<file path="src/verilog/ecfg_regs.svh">
// offsets, fields, reset values and timing counts of the configuration loader
`ifndef ECFG_REGS_SVH
`define ECFG_REGS_SVH
`define ECFG_CLK_NS        4
`define ECFG_SCK_HALF_NS   250
`define ECFG_SCK_HALF_CYC  (`ECFG_SCK_HALF_NS / `ECFG_CLK_NS)
`define ECFG_SETTLE_CYC    8
`define ECFG_CTRL          8'h00
`define ECFG_WDATA         8'h04
`define ECFG_RDATA         8'h08
`define ECFG_STATUS        8'h0C
`define ECFG_STRAPS        8'h10
`define ECFG_DBG_SRC       8'h14
`define ECFG_MEM_INDEX     8'h18
`define ECFG_MEM_DATA      8'h1C
`define ECFG_CTRL_GO       0
`define ECFG_CTRL_OP_LSB   1
`define ECFG_CTRL_ADDR_LSB 8
`define ECFG_STAT_BUSY     0
`define ECFG_STAT_DONE     1
`define ECFG_STAT_ENABLED  2
`define ECFG_STAT_LOADED   3
`define ECFG_OP_W          2
`define ECFG_ADDR_W        6
`define ECFG_DATA_W        16
`define ECFG_FRAME_W       25
`define ECFG_OP_READ       2'h2
`define ECFG_RDATA_RESET   32'h0000_0000
`endif

</file>
<file path="src/verilog/ecfg_pkg.sv">
// types shared by the configuration loader files
package ecfg_pkg;
  typedef enum logic [1:0] {
    ECFG_RESET_WAIT,
    ECFG_IDLE,
    ECFG_FRAME,
    ECFG_GAP
  } ecfg_state_t;

  typedef enum logic [1:0] {
    ECFG_LANE_505,
    ECFG_LANE_606,
    ECFG_LANE_508
  } ecfg_lane_t;
endpackage

</file>
<file path="src/verilog/ecfg_sync.sv">
// two-flop synchroniser for pins from outside the core clock
`timescale 1ns/1ps
module ecfg_sync
  import ecfg_pkg::*;
#(
  parameter int W = 1
) (
  // clock and reset
  input  wire logic         ref_clk,
  input  wire logic         reset_n,
  // pins and synchronised copy
  input  wire logic [W-1:0] pin,
  output logic      [W-1:0] pin_sync
);
  typedef struct packed {
    logic [W-1:0] stage1;
    logic [W-1:0] stage2;
  } ecfg_sync_st_t;

  ecfg_sync_st_t st;
  ecfg_sync_st_t next_st;

  always_comb begin
    next_st.stage1 = pin;
    next_st.stage2 = st.stage1;
  end

  always_ff @(posedge ref_clk or negedge reset_n) begin
    if (!reset_n) begin
      st <= '0;
    end else begin
      st <= next_st;
    end
  end

  assign pin_sync = st.stage2;
endmodule

</file>
<file path="src/verilog/ecfg_mem.sv">
// word store for configuration words loaded from the serial memory
`timescale 1ns/1ps
module ecfg_mem
  import ecfg_pkg::*;
#(
  parameter int WORDS = 16,
  parameter int W     = 16,
  parameter int IDX_W = $clog2(WORDS)
) (
  // clock and reset
  input  wire logic             ref_clk,
  input  wire logic             reset_n,
  // write port
  input  wire logic             wr_en,
  input  wire logic [IDX_W-1:0] wr_idx,
  input  wire logic [W-1:0]     wr_data,
  // registered read port
  input  wire logic [IDX_W-1:0] rd_idx,
  output logic      [W-1:0]     rd_data
);
  typedef struct packed {
    logic [WORDS-1:0][W-1:0] word;
    logic [W-1:0]            rd;
  } ecfg_mem_st_t;

  ecfg_mem_st_t st;
  ecfg_mem_st_t next_st;

  always_comb begin
    next_st = st;
    if (wr_en) begin
      next_st.word[wr_idx] = wr_data;
    end
    // read after write so a fresh word is seen at once
    next_st.rd = next_st.word[rd_idx];
  end

  always_ff @(posedge ref_clk or negedge reset_n) begin
    if (!reset_n) begin
      st <= '0;
    end else begin
      st <= next_st;
    end
  end

  assign rd_data = st.rd;
endmodule

</file>
<file path="src/verilog/ecfg_top.sv">
// serial configuration memory loader and strap capture
//
// Contract
// - device makes the four-wire memory clock
// - command, address, write data go out serially
// - read data captured serially from memory
// - select low during access, high otherwise
// - select pin strap: low bypasses memory
// - protocol strap: high I2C, low SMBus
// - debug pins 2:0 give operation mode
// - debug pins drive debug data afterwards
// - debug 4,3,0 share port select, payload
// - general pins choose 505, 606, 508 lanes
// - debug mode: general pins 4:0 select
// - payload strap high 512 bytes, low 256
//
// The strobed register port and the register offsets were decided locally.
`timescale 1ns/1ps
`include "ecfg_regs.svh"
module ecfg_top
  import ecfg_pkg::*;
#(
  parameter int MEM_WORDS  = 16,
  parameter int LOAD_WORDS = 16
) (
  // clock and reset
  input  wire logic        ref_clk,
  input  wire logic        reset_n,
  // register port
  input  wire logic [7:0]  reg_addr,
  input  wire logic [31:0] reg_wdata,
  input  wire logic        reg_write,
  input  wire logic        reg_read,
  output logic      [31:0] reg_rdata,
  // serial configuration memory
  input  wire logic        cfg_rom_clock_in,
  output logic             cfg_rom_clock_out,
  output logic             cfg_rom_clock_oe,
  output logic             cfg_rom_serial_out,
  input  wire logic        cfg_rom_serial_in,
  input  wire logic        cfg_rom_select_n_in,
  output logic             cfg_rom_select_n_out,
  output logic             cfg_rom_select_n_oe,
  // debug pins, straps during initialization
  input  wire logic [4:0]  debug_out_pins_in,
  output logic      [4:0]  debug_out_pins_out,
  output logic      [4:0]  debug_out_pins_oe,
  // other strap pins
  input  wire logic        mgmt_i2c_strap,
  input  wire logic [7:0]  gpio_in,
  // latched strap results
  output logic             strap_done,
  output logic             cfg_rom_enabled,
  output logic             mgmt_i2c_mode,
  output logic      [2:0]  operation_mode_strap,
  output logic      [1:0]  upstream_port_choice,
  output logic             payload_cap_strap,
  output ecfg_lane_t       lane_mode,
  output logic             debug_mode_active,
  output logic      [4:0]  debug_mode_code
);
  localparam int IDX_W = $clog2(MEM_WORDS);
  localparam int SYN_W = 17;
  localparam logic [7:0] HALF_LAST = 8'(`ECFG_SCK_HALF_CYC - 1);
  localparam logic [4:0] BIT_LAST = 5'(`ECFG_FRAME_W - 1);
  localparam logic [IDX_W-1:0] LOAD_LAST = IDX_W'(LOAD_WORDS - 1);

  typedef struct packed {
    ecfg_state_t                  state;
    logic [3:0]                   settle;
    logic [7:0]                   half_cnt;
    logic [4:0]                   bit_cnt;
    logic                         sck;
    logic                         sel_n;
    logic                         sout;
    logic                         rom_oe;
    logic [`ECFG_FRAME_W-1:0]     tx;
    logic [`ECFG_DATA_W-1:0]      rx;
    logic [`ECFG_DATA_W-1:0]      wdata;
    logic [`ECFG_DATA_W-1:0]      rdata;
    logic                         is_read;
    logic                         done;
    logic                         loading;
    logic                         loaded;
    logic [IDX_W-1:0]             load_idx;
    logic [IDX_W-1:0]             mem_idx;
    logic                         latched;
    logic                         rom_en;
    logic                         i2c;
    logic [2:0]                   opm;
    logic [1:0]                   ups;
    logic                         pl512;
    ecfg_lane_t                   lane;
    logic                         dbg_act;
    logic [4:0]                   dbg_code;
    logic [4:0]                   dbg_src;
    logic [4:0]                   dbg_o;
    logic [4:0]                   dbg_oe;
    logic [31:0]                  rd;
  } ecfg_top_st_t;

  ecfg_top_st_t st;
  ecfg_top_st_t next_st;

  logic [SYN_W-1:0]        syn;
  logic                    rom_in;
  logic                    sel_pin;
  logic                    clk_pin;
  logic [4:0]              dbg_pin;
  logic                    i2c_pin;
  logic [7:0]              gpio_pin;
  logic                    mem_we;
  logic [`ECFG_DATA_W-1:0] mem_rd;

  ecfg_sync #(
    .W (SYN_W)
  ) u_sync (
    .ref_clk  (ref_clk),
    .reset_n  (reset_n),
    .pin      ({cfg_rom_serial_in, cfg_rom_select_n_in, cfg_rom_clock_in,
                debug_out_pins_in, mgmt_i2c_strap, gpio_in}),
    .pin_sync (syn)
  );

  assign {rom_in, sel_pin, clk_pin, dbg_pin, i2c_pin, gpio_pin} = syn;

  ecfg_mem #(
    .WORDS (MEM_WORDS),
    .W     (`ECFG_DATA_W),
    .IDX_W (IDX_W)
  ) u_mem (
    .ref_clk (ref_clk),
    .reset_n (reset_n),
    .wr_en   (mem_we),
    .wr_idx  (st.load_idx),
    .wr_data (next_st.rdata),
    .rd_idx  (next_st.mem_idx),
    .rd_data (mem_rd)
  );

  // lane arrangement from general pins 6:5; 1x means 508
  function automatic ecfg_lane_t lane_decode(input logic [1:0] code);
    unique case (code)
      2'b00:   lane_decode = ECFG_LANE_505;
      2'b01:   lane_decode = ECFG_LANE_606;
      default: lane_decode = ECFG_LANE_508;
    endcase
  endfunction

  // five-bit debug word picked by a selection code
  function automatic logic [4:0] debug_pick(input logic [4:0] code, input ecfg_top_st_t s, input logic din,
                                            input logic ck);
    unique case (code[1:0])
      2'b00:   debug_pick = {s.sel_n, s.sck, s.sout, din, s.state != ECFG_IDLE};
      2'b01:   debug_pick = s.bit_cnt;
      2'b10:   debug_pick = {s.done, s.loaded, s.rom_en, s.i2c, ck};
      default: debug_pick = 5'(s.load_idx);
    endcase
  endfunction

  // one frame: start bit, opcode, address, data
  function automatic logic [`ECFG_FRAME_W-1:0] frame(input logic [`ECFG_OP_W-1:0] op,
                                                     input logic [`ECFG_ADDR_W-1:0] addr,
                                                     input logic [`ECFG_DATA_W-1:0] data);
    frame = {1'b1, op, addr, data};
  endfunction

  always_comb begin
    logic                     half_end;
    logic                     start;
    logic [`ECFG_FRAME_W-1:0] tx_new;
    logic                     rd_new;
    half_end = st.half_cnt == HALF_LAST;
    start    = 1'b0;
    tx_new   = '0;
    rd_new   = 1'b0;
    next_st  = st;
    mem_we   = 1'b0;
    next_st.half_cnt = half_end ? 8'h00 : st.half_cnt + 8'h01;

    unique case (st.state)
      ECFG_RESET_WAIT: begin
        // pins read only after the synchroniser has filled
        next_st.settle = st.settle + 4'h1;
        if (st.settle == 4'(`ECFG_SETTLE_CYC - 1)) begin
          next_st.latched  = 1'b1;
          next_st.rom_en   = sel_pin;
          next_st.i2c      = i2c_pin;
          next_st.opm      = dbg_pin[2:0];
          next_st.ups      = dbg_pin[4:3];
          next_st.pl512    = dbg_pin[0];
          next_st.lane     = lane_decode(gpio_pin[6:5]);
          next_st.dbg_act  = dbg_pin[2:0] != 3'h0;
          next_st.dbg_code = gpio_pin[4:0];
          next_st.dbg_oe   = 5'h1F;
          next_st.rom_oe   = sel_pin;
          next_st.sel_n    = 1'b1;
          next_st.state    = ECFG_IDLE;
          if (sel_pin && LOAD_WORDS > 0) begin
            next_st.loading  = 1'b1;
            next_st.load_idx = '0;
            start  = 1'b1;
            rd_new = 1'b1;
            tx_new = frame(`ECFG_OP_READ, '0, '0);
          end
        end
      end
      ECFG_IDLE: begin
        if (reg_write && reg_addr == `ECFG_CTRL && reg_wdata[`ECFG_CTRL_GO] && st.rom_en) begin
          start  = 1'b1;
          rd_new = reg_wdata[`ECFG_CTRL_OP_LSB +: `ECFG_OP_W] == `ECFG_OP_READ;
          tx_new = frame(reg_wdata[`ECFG_CTRL_OP_LSB +: `ECFG_OP_W],
                         reg_wdata[`ECFG_CTRL_ADDR_LSB +: `ECFG_ADDR_W], st.wdata);
        end
      end
      ECFG_FRAME: begin
        if (half_end) begin
          next_st.sck = ~st.sck;
          if (st.sck) begin
            // capture late in the high phase to cover the synchroniser delay
            next_st.rx = {st.rx[`ECFG_DATA_W-2:0], rom_in};
            next_st.tx = {st.tx[`ECFG_FRAME_W-2:0], 1'b0};
            next_st.sout = st.tx[`ECFG_FRAME_W-2];
            next_st.bit_cnt = st.bit_cnt + 5'h01;
            if (st.bit_cnt == BIT_LAST) begin
              next_st.state = ECFG_GAP;
              next_st.sel_n = 1'b1;
              next_st.sout  = 1'b0;
              if (st.is_read) begin
                next_st.rdata = {st.rx[`ECFG_DATA_W-2:0], rom_in};
              end
              mem_we = st.loading;
            end
          end
        end
      end
      ECFG_GAP: begin
        // select stays high a full half period between frames
        if (half_end) begin
          next_st.state = ECFG_IDLE;
          if (st.loading) begin
            if (st.load_idx == LOAD_LAST) begin
              next_st.loading = 1'b0;
              next_st.loaded  = 1'b1;
            end else begin
              next_st.load_idx = st.load_idx + 1'b1;
              start  = 1'b1;
              rd_new = 1'b1;
              tx_new = frame(`ECFG_OP_READ, `ECFG_ADDR_W'(st.load_idx + 1'b1), '0);
            end
          end else begin
            next_st.done = 1'b1;
          end
        end
      end
    endcase

    if (start) begin
      next_st.state    = ECFG_FRAME;
      next_st.tx       = tx_new;
      next_st.sout     = tx_new[`ECFG_FRAME_W-1];
      next_st.is_read  = rd_new;
      next_st.sel_n    = 1'b0;
      next_st.sck      = 1'b0;
      next_st.half_cnt = 8'h00;
      next_st.bit_cnt  = 5'h00;
    end

    // register writes other than the frame launch
    if (reg_write) begin
      unique case (reg_addr)
        `ECFG_WDATA:     next_st.wdata = reg_wdata[`ECFG_DATA_W-1:0];
        `ECFG_DBG_SRC:   next_st.dbg_src = reg_wdata[4:0];
        `ECFG_MEM_INDEX: next_st.mem_idx = reg_wdata[IDX_W-1:0];
        `ECFG_STATUS: begin
          // a frame ending in the same cycle keeps its done flag
          if (reg_wdata[`ECFG_STAT_DONE] && !(st.state == ECFG_GAP && half_end && !st.loading)) begin
            next_st.done = 1'b0;
          end
        end
        default: ;
      endcase
    end

    // debug pins carry internal state once straps are taken
    if (st.latched) begin
      next_st.dbg_o = debug_pick(st.dbg_act ? st.dbg_code : st.dbg_src, st, rom_in, clk_pin);
    end

    next_st.rd = `ECFG_RDATA_RESET;
    if (reg_read) begin
      unique case (reg_addr)
        `ECFG_CTRL:      next_st.rd = 32'h0000_0000;
        `ECFG_WDATA:     next_st.rd = 32'(st.wdata);
        `ECFG_RDATA:     next_st.rd = 32'(st.rdata);
        `ECFG_STATUS:    next_st.rd = 32'({st.loaded, st.rom_en, st.done, st.state != ECFG_IDLE});
        `ECFG_STRAPS:    next_st.rd = 32'({st.dbg_code, st.dbg_act, st.lane, st.pl512, st.ups, st.opm,
                                           st.i2c, st.rom_en});
        `ECFG_DBG_SRC:   next_st.rd = 32'(st.dbg_src);
        `ECFG_MEM_INDEX: next_st.rd = 32'(st.mem_idx);
        `ECFG_MEM_DATA:  next_st.rd = 32'(mem_rd);
        default:         next_st.rd = 32'h0000_0000;
      endcase
    end
  end

  always_ff @(posedge ref_clk or negedge reset_n) begin
    if (!reset_n) begin
      st       <= '0;
      st.sel_n <= 1'b1;
    end else begin
      st <= next_st;
    end
  end

  assign reg_rdata            = st.rd;
  assign cfg_rom_clock_out    = st.sck;
  assign cfg_rom_clock_oe     = st.rom_oe;
  assign cfg_rom_serial_out   = st.sout;
  assign cfg_rom_select_n_out = st.sel_n;
  assign cfg_rom_select_n_oe  = st.rom_oe;
  assign debug_out_pins_out   = st.dbg_o;
  assign debug_out_pins_oe    = st.dbg_oe;
  assign strap_done           = st.latched;
  assign cfg_rom_enabled      = st.rom_en;
  assign mgmt_i2c_mode        = st.i2c;
  assign operation_mode_strap = st.opm;
  assign upstream_port_choice = st.ups;
  assign payload_cap_strap    = st.pl512;
  assign lane_mode            = st.lane;
  assign debug_mode_active    = st.dbg_act;
  assign debug_mode_code      = st.dbg_code;
endmodule

</file>
<file path="config.mk">
export PLATFORM = sky130hd
export DESIGN_NAME = ecfg_top
export DESIGN_NICKNAME = d
export VERILOG_FILES = /design/src/verilog/ecfg_pkg.sv /design/src/verilog/ecfg_sync.sv /design/src/verilog/ecfg_mem.sv /design/src/verilog/ecfg_top.sv
export VERILOG_INCLUDE_DIRS = /design/src /design/src/verilog
export SDC_FILE = /design/constraint.sdc
export NUM_CORES = 1
export LEC_CHECK = 0
export ABC_AREA = 1
export BUFFER_PORTS_ARGS = -buffer_cell sky130_fd_sc_hd__buf_2
export CORE_ASPECT_RATIO = 0.8
export CORE_UTILIZATION = 33
export CTS_BUF_LIST = sky130_fd_sc_hd__clkbuf_16
export DETAILED_ROUTE_END_ITERATION = 7
export GPL_TIMING_DRIVEN = 0
export PLACE_DENSITY_LB_ADDON = 0.1
export SYNTH_ARGS = -nofsm -noshare
export SYNTH_HDL_FRONTEND = slang
export SYNTH_SLANG_ARGS = --single-unit
</file>
<file path="constraint.sdc">
create_clock -name ref_clk -period 3.2 [get_ports ref_clk]
set_input_delay 0.32 -clock ref_clk [delete_from_list [all_inputs] [get_ports ref_clk]]
set_output_delay 0.32 -clock ref_clk [all_outputs]
set_load 0.02 [all_outputs]
</file>
==> Word-level counts from Yosys, hierarchy flattened <==
Index checks and enable logic that the tools add are counted.
{ "totals": {"out_inout_bits": 64, "inputBits": 61, "reg_bits": 472} }
{ "classes": {"n_lt_le_gt_ge": 3, "eq_ne": 29, "n_addsub": 5, "bitwise": 1, "muxes": 74, "n_reduce_logical": 31} }
{ "ops": {"columns": ["operator", "n"], "rows": [
  ["$bwmux W256", 1],
  ["$mux W256", 1],
  ["$mux W25", 6],
  ["$mux W16", 9],
  ["$mux W40", 3],
  ["$pmux W16 S7", 1],
  ["$pmux W25 S3", 1],
  ["$bmux W16 S4", 1],
  ["$demux W16 S4", 1],
  ["$eq A8 B5 Y1 const B", 4],
  ["$mux W24", 1],
  ["$mux W1", 20],
  ["$mux W2", 10],
  ["$mux W4", 5],
  ["$eq A8 B4 Y1 const B", 2],
  ["$mux W8", 2],
  ["$ne A3 B3 Y1 const B", 5],
  ["$pmux W5 S3", 1],
  ["$mux W6", 2],
  ["$reduce_and A6 Y1", 2],
  ["$lt A4 B5 Y1 const B", 2],
  ["$add A4 B1 Y4 const B", 2],
  ["$add A8 B1 Y8 const B", 1],
  ["$eq A2 B2 Y1 const B", 4],
  ["30 further kinds", 56]
]} }

==> Longest topological paths before layout <==
{ "logic_depth": {"depth_word": 9, "ltp_mapped": 16, "ltp_nobuf": 15} }

==> Cells and area by module <==
A second synthesis with hierarchy kept.
{ "hier_totals": {"hier_cells": 2776, "area_unflattened_um2": 22039.9} }
{ "modules_own_cells": {"columns": ["mod", "seq_area_each_um2", "n_inst", "area_each_um2", "cells_per_inst"], "rows": [
  ["ecfg_mem", 6806.5, 1, 13482.9, 1763],
  ["ecfg_top", 3679.8, 1, 7706.1, 979],
  ["ecfg_sync", 850.8, 1, 850.8, 34]
]} }

==> Worst setup path before layout <==
No wires, ideal clock.
{ "synth_timing": {"path_kind": "register to register", "from": "register st[153] in the netlist's numbering", "to": "register u_mem.st, in the netlist u_mem.rd_data[3]", "path_stages_with_launch": 16, "required_time_ns": 3.081, "n_path_buf": 2, "setup_slack_ns": 1.034, "arrival_ns": 2.047, "setup_time_ns": 0.119, "synth_period_minus_slack_ns": 2.166, "cell_sequence": "dfrtp_1 inv_1 ha_1 nand4_2 inv_2 nand2_1 nor2_4 buf_12 nand4_4 buf_2 nand2_1 nand3_1 nand3_1 nand3_1 nand3_1 nand2_1"} }
{ "synth_lines": {"columns": ["element", "line", "text"], "rows": [
  ["from (decl)", "ecfg_top.sv:102", "ecfg_top_st_t st;"],
  ["from (signal assigned)", "ecfg_top.sv:312", "st <= next_st;"],
  ["to (signal assigned)", "ecfg_mem.sv:42", "st <= next_st;"],
  ["to (decl)", "ecfg_mem.sv:26", "ecfg_mem_st_t st;"]
]} }

==> insert_results.sql <==
INSERT INTO impl_metrics (metric_group, metric, value, unit) VALUES
('final_layout', 'post_route_cells_drive_above_1_share', '15.8', '%'),
('setup_path', 'worst_ep_required_time', '3.72', 'ns'),
('clock_network', 'clkTransAtPathRegs', '0.07', 'ns'),
('detailed_routing', 'drt_first_pass_iters', '5', ''),
('synthesis', 'yosysMostFrequentCell', 'sky130_fd_sc_hd__nand2_1', ''),
('synthesis', 'yosysWarningCount', '0', ''),
('grt', 'global_route_total_usage_across_every_layer', '24.6', '%'),
('placed_design', 'finalWeightedCongestion', '1.02', ''),
('placed_design', 'place.port_buffers', '91', ''),
('sta', 'holdWs', '0.0190', 'ns'),
('setup_path', 'worstSetupEndpointType', 'flop', ''),
('detailed_routing', 'route.antenna.remaining_nets', '0', ''),
('sta', 'clock-skew-final', '0.0312', 'ns'),
('power', 'report.power.total', '15.1', 'mW'),
('grt', 'global_route.overflow_total', '0', ''),
('synthesis', 'synth_compound_area_share', '4.26', '%'),
('synthesis', 'synth_async_sr_flop_share', '100', '%'),
('clock_network', 'numClockSinks', '451', ''),
('power', 'power_density', '603', 'nW/µm²'),
('sta', 'max-slew-margin-rel', '25.6', '%'),
('clock_network', 'h-tree-depth', '2', ''),
('clock_network', 'number_of_buffers_added_by_the_clock_tree_synthesis_step', '49', ''),
('detailed_routing', 'drt-wirelength-per-cell', '22.3', 'µm'),
('final_layout', 'final_cells', '3615', ''),
('synthesis', 'yosys.area_share.simple', '33.4', '%'),
('clock_network', 'ctsLongestPathBuffers', '3', ''),
('sta', 'finalHoldViolations', '0', ''),
('die', 'die_y', '229', 'µm'),
('sta', 'max_freq', '316', 'MHz'),
('sta', 'final.period_utilization', '98.8', '%'),
('synthesis', 'synth_cell_type_count', '57', ''),
('synthesis', 'synth_cells', '2527', ''),
('sta', 'finalSetupViolations', '0', ''),
('synthesis', 'syn-mean-instance-area', '8.41', 'µm²'),
('synthesis', 'yosys_most_used_dff', 'sky130_fd_sc_hd__dfrtp_1', ''),
('synthesis', 'post_synth_xor_area_fraction', '0.412', '%'),
('placed_design', 'numPlacedInstances', '3477', ''),
('synthesis', 'netlist_top_cells_count', 'sky130_fd_sc_hd__nand2_1 (981), sky130_fd_sc_hd__nand3_1 (502), sky130_fd_sc_hd__dfrtp_1 (450)', ''),
('grt', 'number_of_antenna_violations_at_the_first_check_in_global_routing', '3', ''),
('detailed_routing', 'vias', '18800', ''),
('synthesis', 'synth.area.top_cells', 'sky130_fd_sc_hd__dfrtp_1 (53%), sky130_fd_sc_hd__nand2_1 (17%), sky130_fd_sc_hd__nand3_1 (12%)', ''),
('detailed_routing', 'detail_route.iter0.violations', '2106', ''),
('synthesis', 'yosys.area_share.adder', '0.530', '%'),
('synthesis', 'synth-edff-count', '0', ''),
('setup_path', 'worst_ep_arrival_time', '3.68', 'ns'),
('grt', 'grt_start_max_net_pins', '109', ''),
('power', 'power.leakage', '13.5', 'nW'),
('sta', 'final-max-slew-violation-count', '0', ''),
('setup_path', 'setup.worst_path.start_class', 'input pin', ''),
('die', 'die_x', '286', 'µm'),
('power', 'worst_ir_drop_vdd', '386', 'µV'),
('outcome', 'result_of_the_run', 'finished clean', ''),
('synthesis', 'postSynthRegisterBits', '451', ''),
('job', 'max_cap_viol_count', '0', ''),
('synthesis', 'synth_mux_area_share', '0.159', '%'),
('die', 'die_area', '65400', 'µm²'),
('hold_path', 'worstHoldPathType', 'in -> reg', ''),
('die', 'initial_core_utilization', '33.7', '%'),
('synthesis', 'cell_taking_the_most_area_after_synthesis', 'sky130_fd_sc_hd__dfrtp_1', ''),
('clock_network', 'cts_tree', 'yes', ''),
('synthesis', 'synth_top_area_share', '53.0', '%'),
('setup_path', 'worstPathMaxFanout', '10', ''),
('clock_network', 'clockRootBuffer', 'sky130_fd_sc_hd__clkbuf_16', ''),
('die', 'core_region_area', '63100', 'µm²'),
('setup_path', 'critPathKind', 'in -> reg', ''),
('die', 'io_pins', '125', ''),
('grt', 'grt_first_pass_wirelength', '119000', 'µm'),
('synthesis', 'synth_top_family_by_area', 'simple AND/OR/NAND/NOR gates', ''),
('placed_design', 'dp_hpwl', '57400', 'µm'),
('synthesis', 'syn_area', '21300', 'µm²'),
('clock_network', 'clock_insertion_delay_worst_skew', '0.62', 'ns'),
('sta', 'worst_pin_slew', '1.11', 'ns'),
('detailed_routing', 'routed_via_density', '5.21', ''),
('die', 'num_rows', '82', ''),
('detailed_routing', 'finalWirelength', '80700', 'µm'),
('grt', 'grt_pass1_vias', '17800', ''),
('sta', 'timing.final.crit_period', '3.16', 'ns'),
('synthesis', 'synth-seq-area-share', '53.1', '%'),
('final_layout', 'nets', '2806', ''),
('final_layout', 'flow.area_growth_from_synthesis', '18.2', '%'),
('detailed_routing', 'drt_drc_violations_left', '0', '');
[through the flow]
| stage | utilization (%) | setup TNS, ns | worst slack [ns] | instance area, µm² |
|---|---|---|---|---|
| after global placement | 36.2 | -3459.60 | -7.77 | 22800 |
| after floorplan | - | 0 | 1.03 | 21300 |
| after detailed placement | 36.3 | -4.67 | -0.514 | 22900 |
| after global routing | 39.8 | -0.0295 | -0.0290 | 25100 |
| final | 39.8 | 0 | 0.0391 | 25100 |
| after CTS | 39.4 | 0 | 0.00179 | 24900 |
[sequential cells by signal (all words and copies together) (netlist names)]
| signal | count |
|---|---|
| cfg_rom_clock_out | 1 |
| cfg_rom_enabled | 1 |
| cfg_rom_select_n_out | 1 |
| cfg_rom_serial_out | 1 |
| debug_mode_active | 1 |
| debug_mode_code | 5 |
| debug_out_pins_oe | 1 |
| debug_out_pins_out | 5 |
| lane_mode | 2 |
| mgmt_i2c_mode | 1 |
| operation_mode_strap | 3 |
| reg_rdata | 16 |
| st | 107 |
| u_mem.rd_data | 16 |
| u_mem.st | 256 |
| u_sync.next_st | 16 |
| u_sync.pin_sync | 16 |
| upstream_port_choice | 2 |
[cells by family (layout without fill, tap and decap cells)]
| family | Yosys count | in the layout |
|---|---|---|
| AND/OR/NAND/NOR | 1603 | 1603 |
| other | 1 | 17 |
| flip-flops | 451 | 451 |
| XOR/XNOR | 10 | 10 |
| AO/OA/AOI/OAI | 142 | 142 |
| buffers and inverters | 308 | 540 |
| adder cells (fa/ha/maj) | 9 | 9 |
| multiplexers | 3 | 3 |
[cells in the final DEF, fill, tap and decap left out, types with 27 or more instances in the layout]
master and count:
sky130_fd_sc_hd__dfrtp_1 450, sky130_fd_sc_hd__nand2_1 979, sky130_fd_sc_hd__buf_2 150, sky130_fd_sc_hd__dlygate4sd3_1 27, sky130_fd_sc_hd__clkbuf_16 49, sky130_fd_sc_hd__o21ai_0 63
sky130_fd_sc_hd__buf_4 82, sky130_fd_sc_hd__nor2_1 47, sky130_fd_sc_hd__inv_1 102, sky130_fd_sc_hd__nand3_1 493
[path summary, 6_finish.rpt]
check                                                  from                           end  slack [ns]  cells past startpoint
worst max-delay path                            reg_addr[5]    u_mem.rd_data[8]$_DFF_PN0_        0.04                     13
worst min register to register  u_sync.next_st[9]$_DFF_PN0_  u_sync.pin_sync[9]$_DFF_PN0_        0.35                      0
max in group asynchronous                           reset_n        u_mem.st[55]$_DFF_PN0_        1.45                      4
worst max register to register          st[153]$_DFFE_PN0P_    u_mem.rd_data[8]$_DFF_PN0_        0.05                     16
worst min-delay path                           reg_wdata[9]           st[101]$_DFFE_PN0P_        0.02                      3
min in group asynchronous                           reset_n   u_sync.next_st[9]$_DFF_PN0_        0.26                      2
[power by group]
group          internal (mW)  leakage [nW]  switching [mW]
sequential              6.12          6.04           0.397
clock                   3.27         0.809            2.49
combinational          0.982          6.62            1.89
total                   10.4          13.5            4.78
[area by class of cell]
type / instances / area (µm²)
timing repair buffer: 143 / 1030
sequential: 451 / 11300
clock buffer: 49 / 1230
tap: 840 / 1050
inverter: 130 / 539
buffer: 178 / 1220
multi-input combinational: 1783 / 8400
fill: 6374 / 38000
antenna: 1 / 2.50
clock inverter: 40 / 359
[metal layers]
layer	track usage, %	vias up	routed length (µm)
met3	4.59	124	6670
li1	-	8646	-
met4	6.99	0	2090
met1	38.6	9297	39300
met5	0	-	0
met2	33.9	771	32600
[critical path, cell delays in order]
cell and delay, ns:
sky130_fd_sc_hd__buf_2 0.09, sky130_fd_sc_hd__nor2_1 0.09, sky130_fd_sc_hd__nand2_1 0.11, sky130_fd_sc_hd__nor2_2 0.25, sky130_fd_sc_hd__nand2_1 0.18, sky130_fd_sc_hd__nor2_4 0.21, sky130_fd_sc_hd__nand2_1 0.08, sky130_fd_sc_hd__o21ai_1 0.59
sky130_fd_sc_hd__inv_1 0.41, sky130_fd_sc_hd__clkbuf_1 0.48, sky130_fd_sc_hd__nand3_1 0.30, sky130_fd_sc_hd__nand3_1 0.25, sky130_fd_sc_hd__nand2_1 0.28
[timing repair]
item	CTS	global route
hold buffers	27	0
endpoints found under the hold margin	100	0
gates resized for setup	13	25
setup buffers	3	18
pin swaps	1	10
endpoints found under the setup margin	15	16
Power figures use the tool's default switching activity.
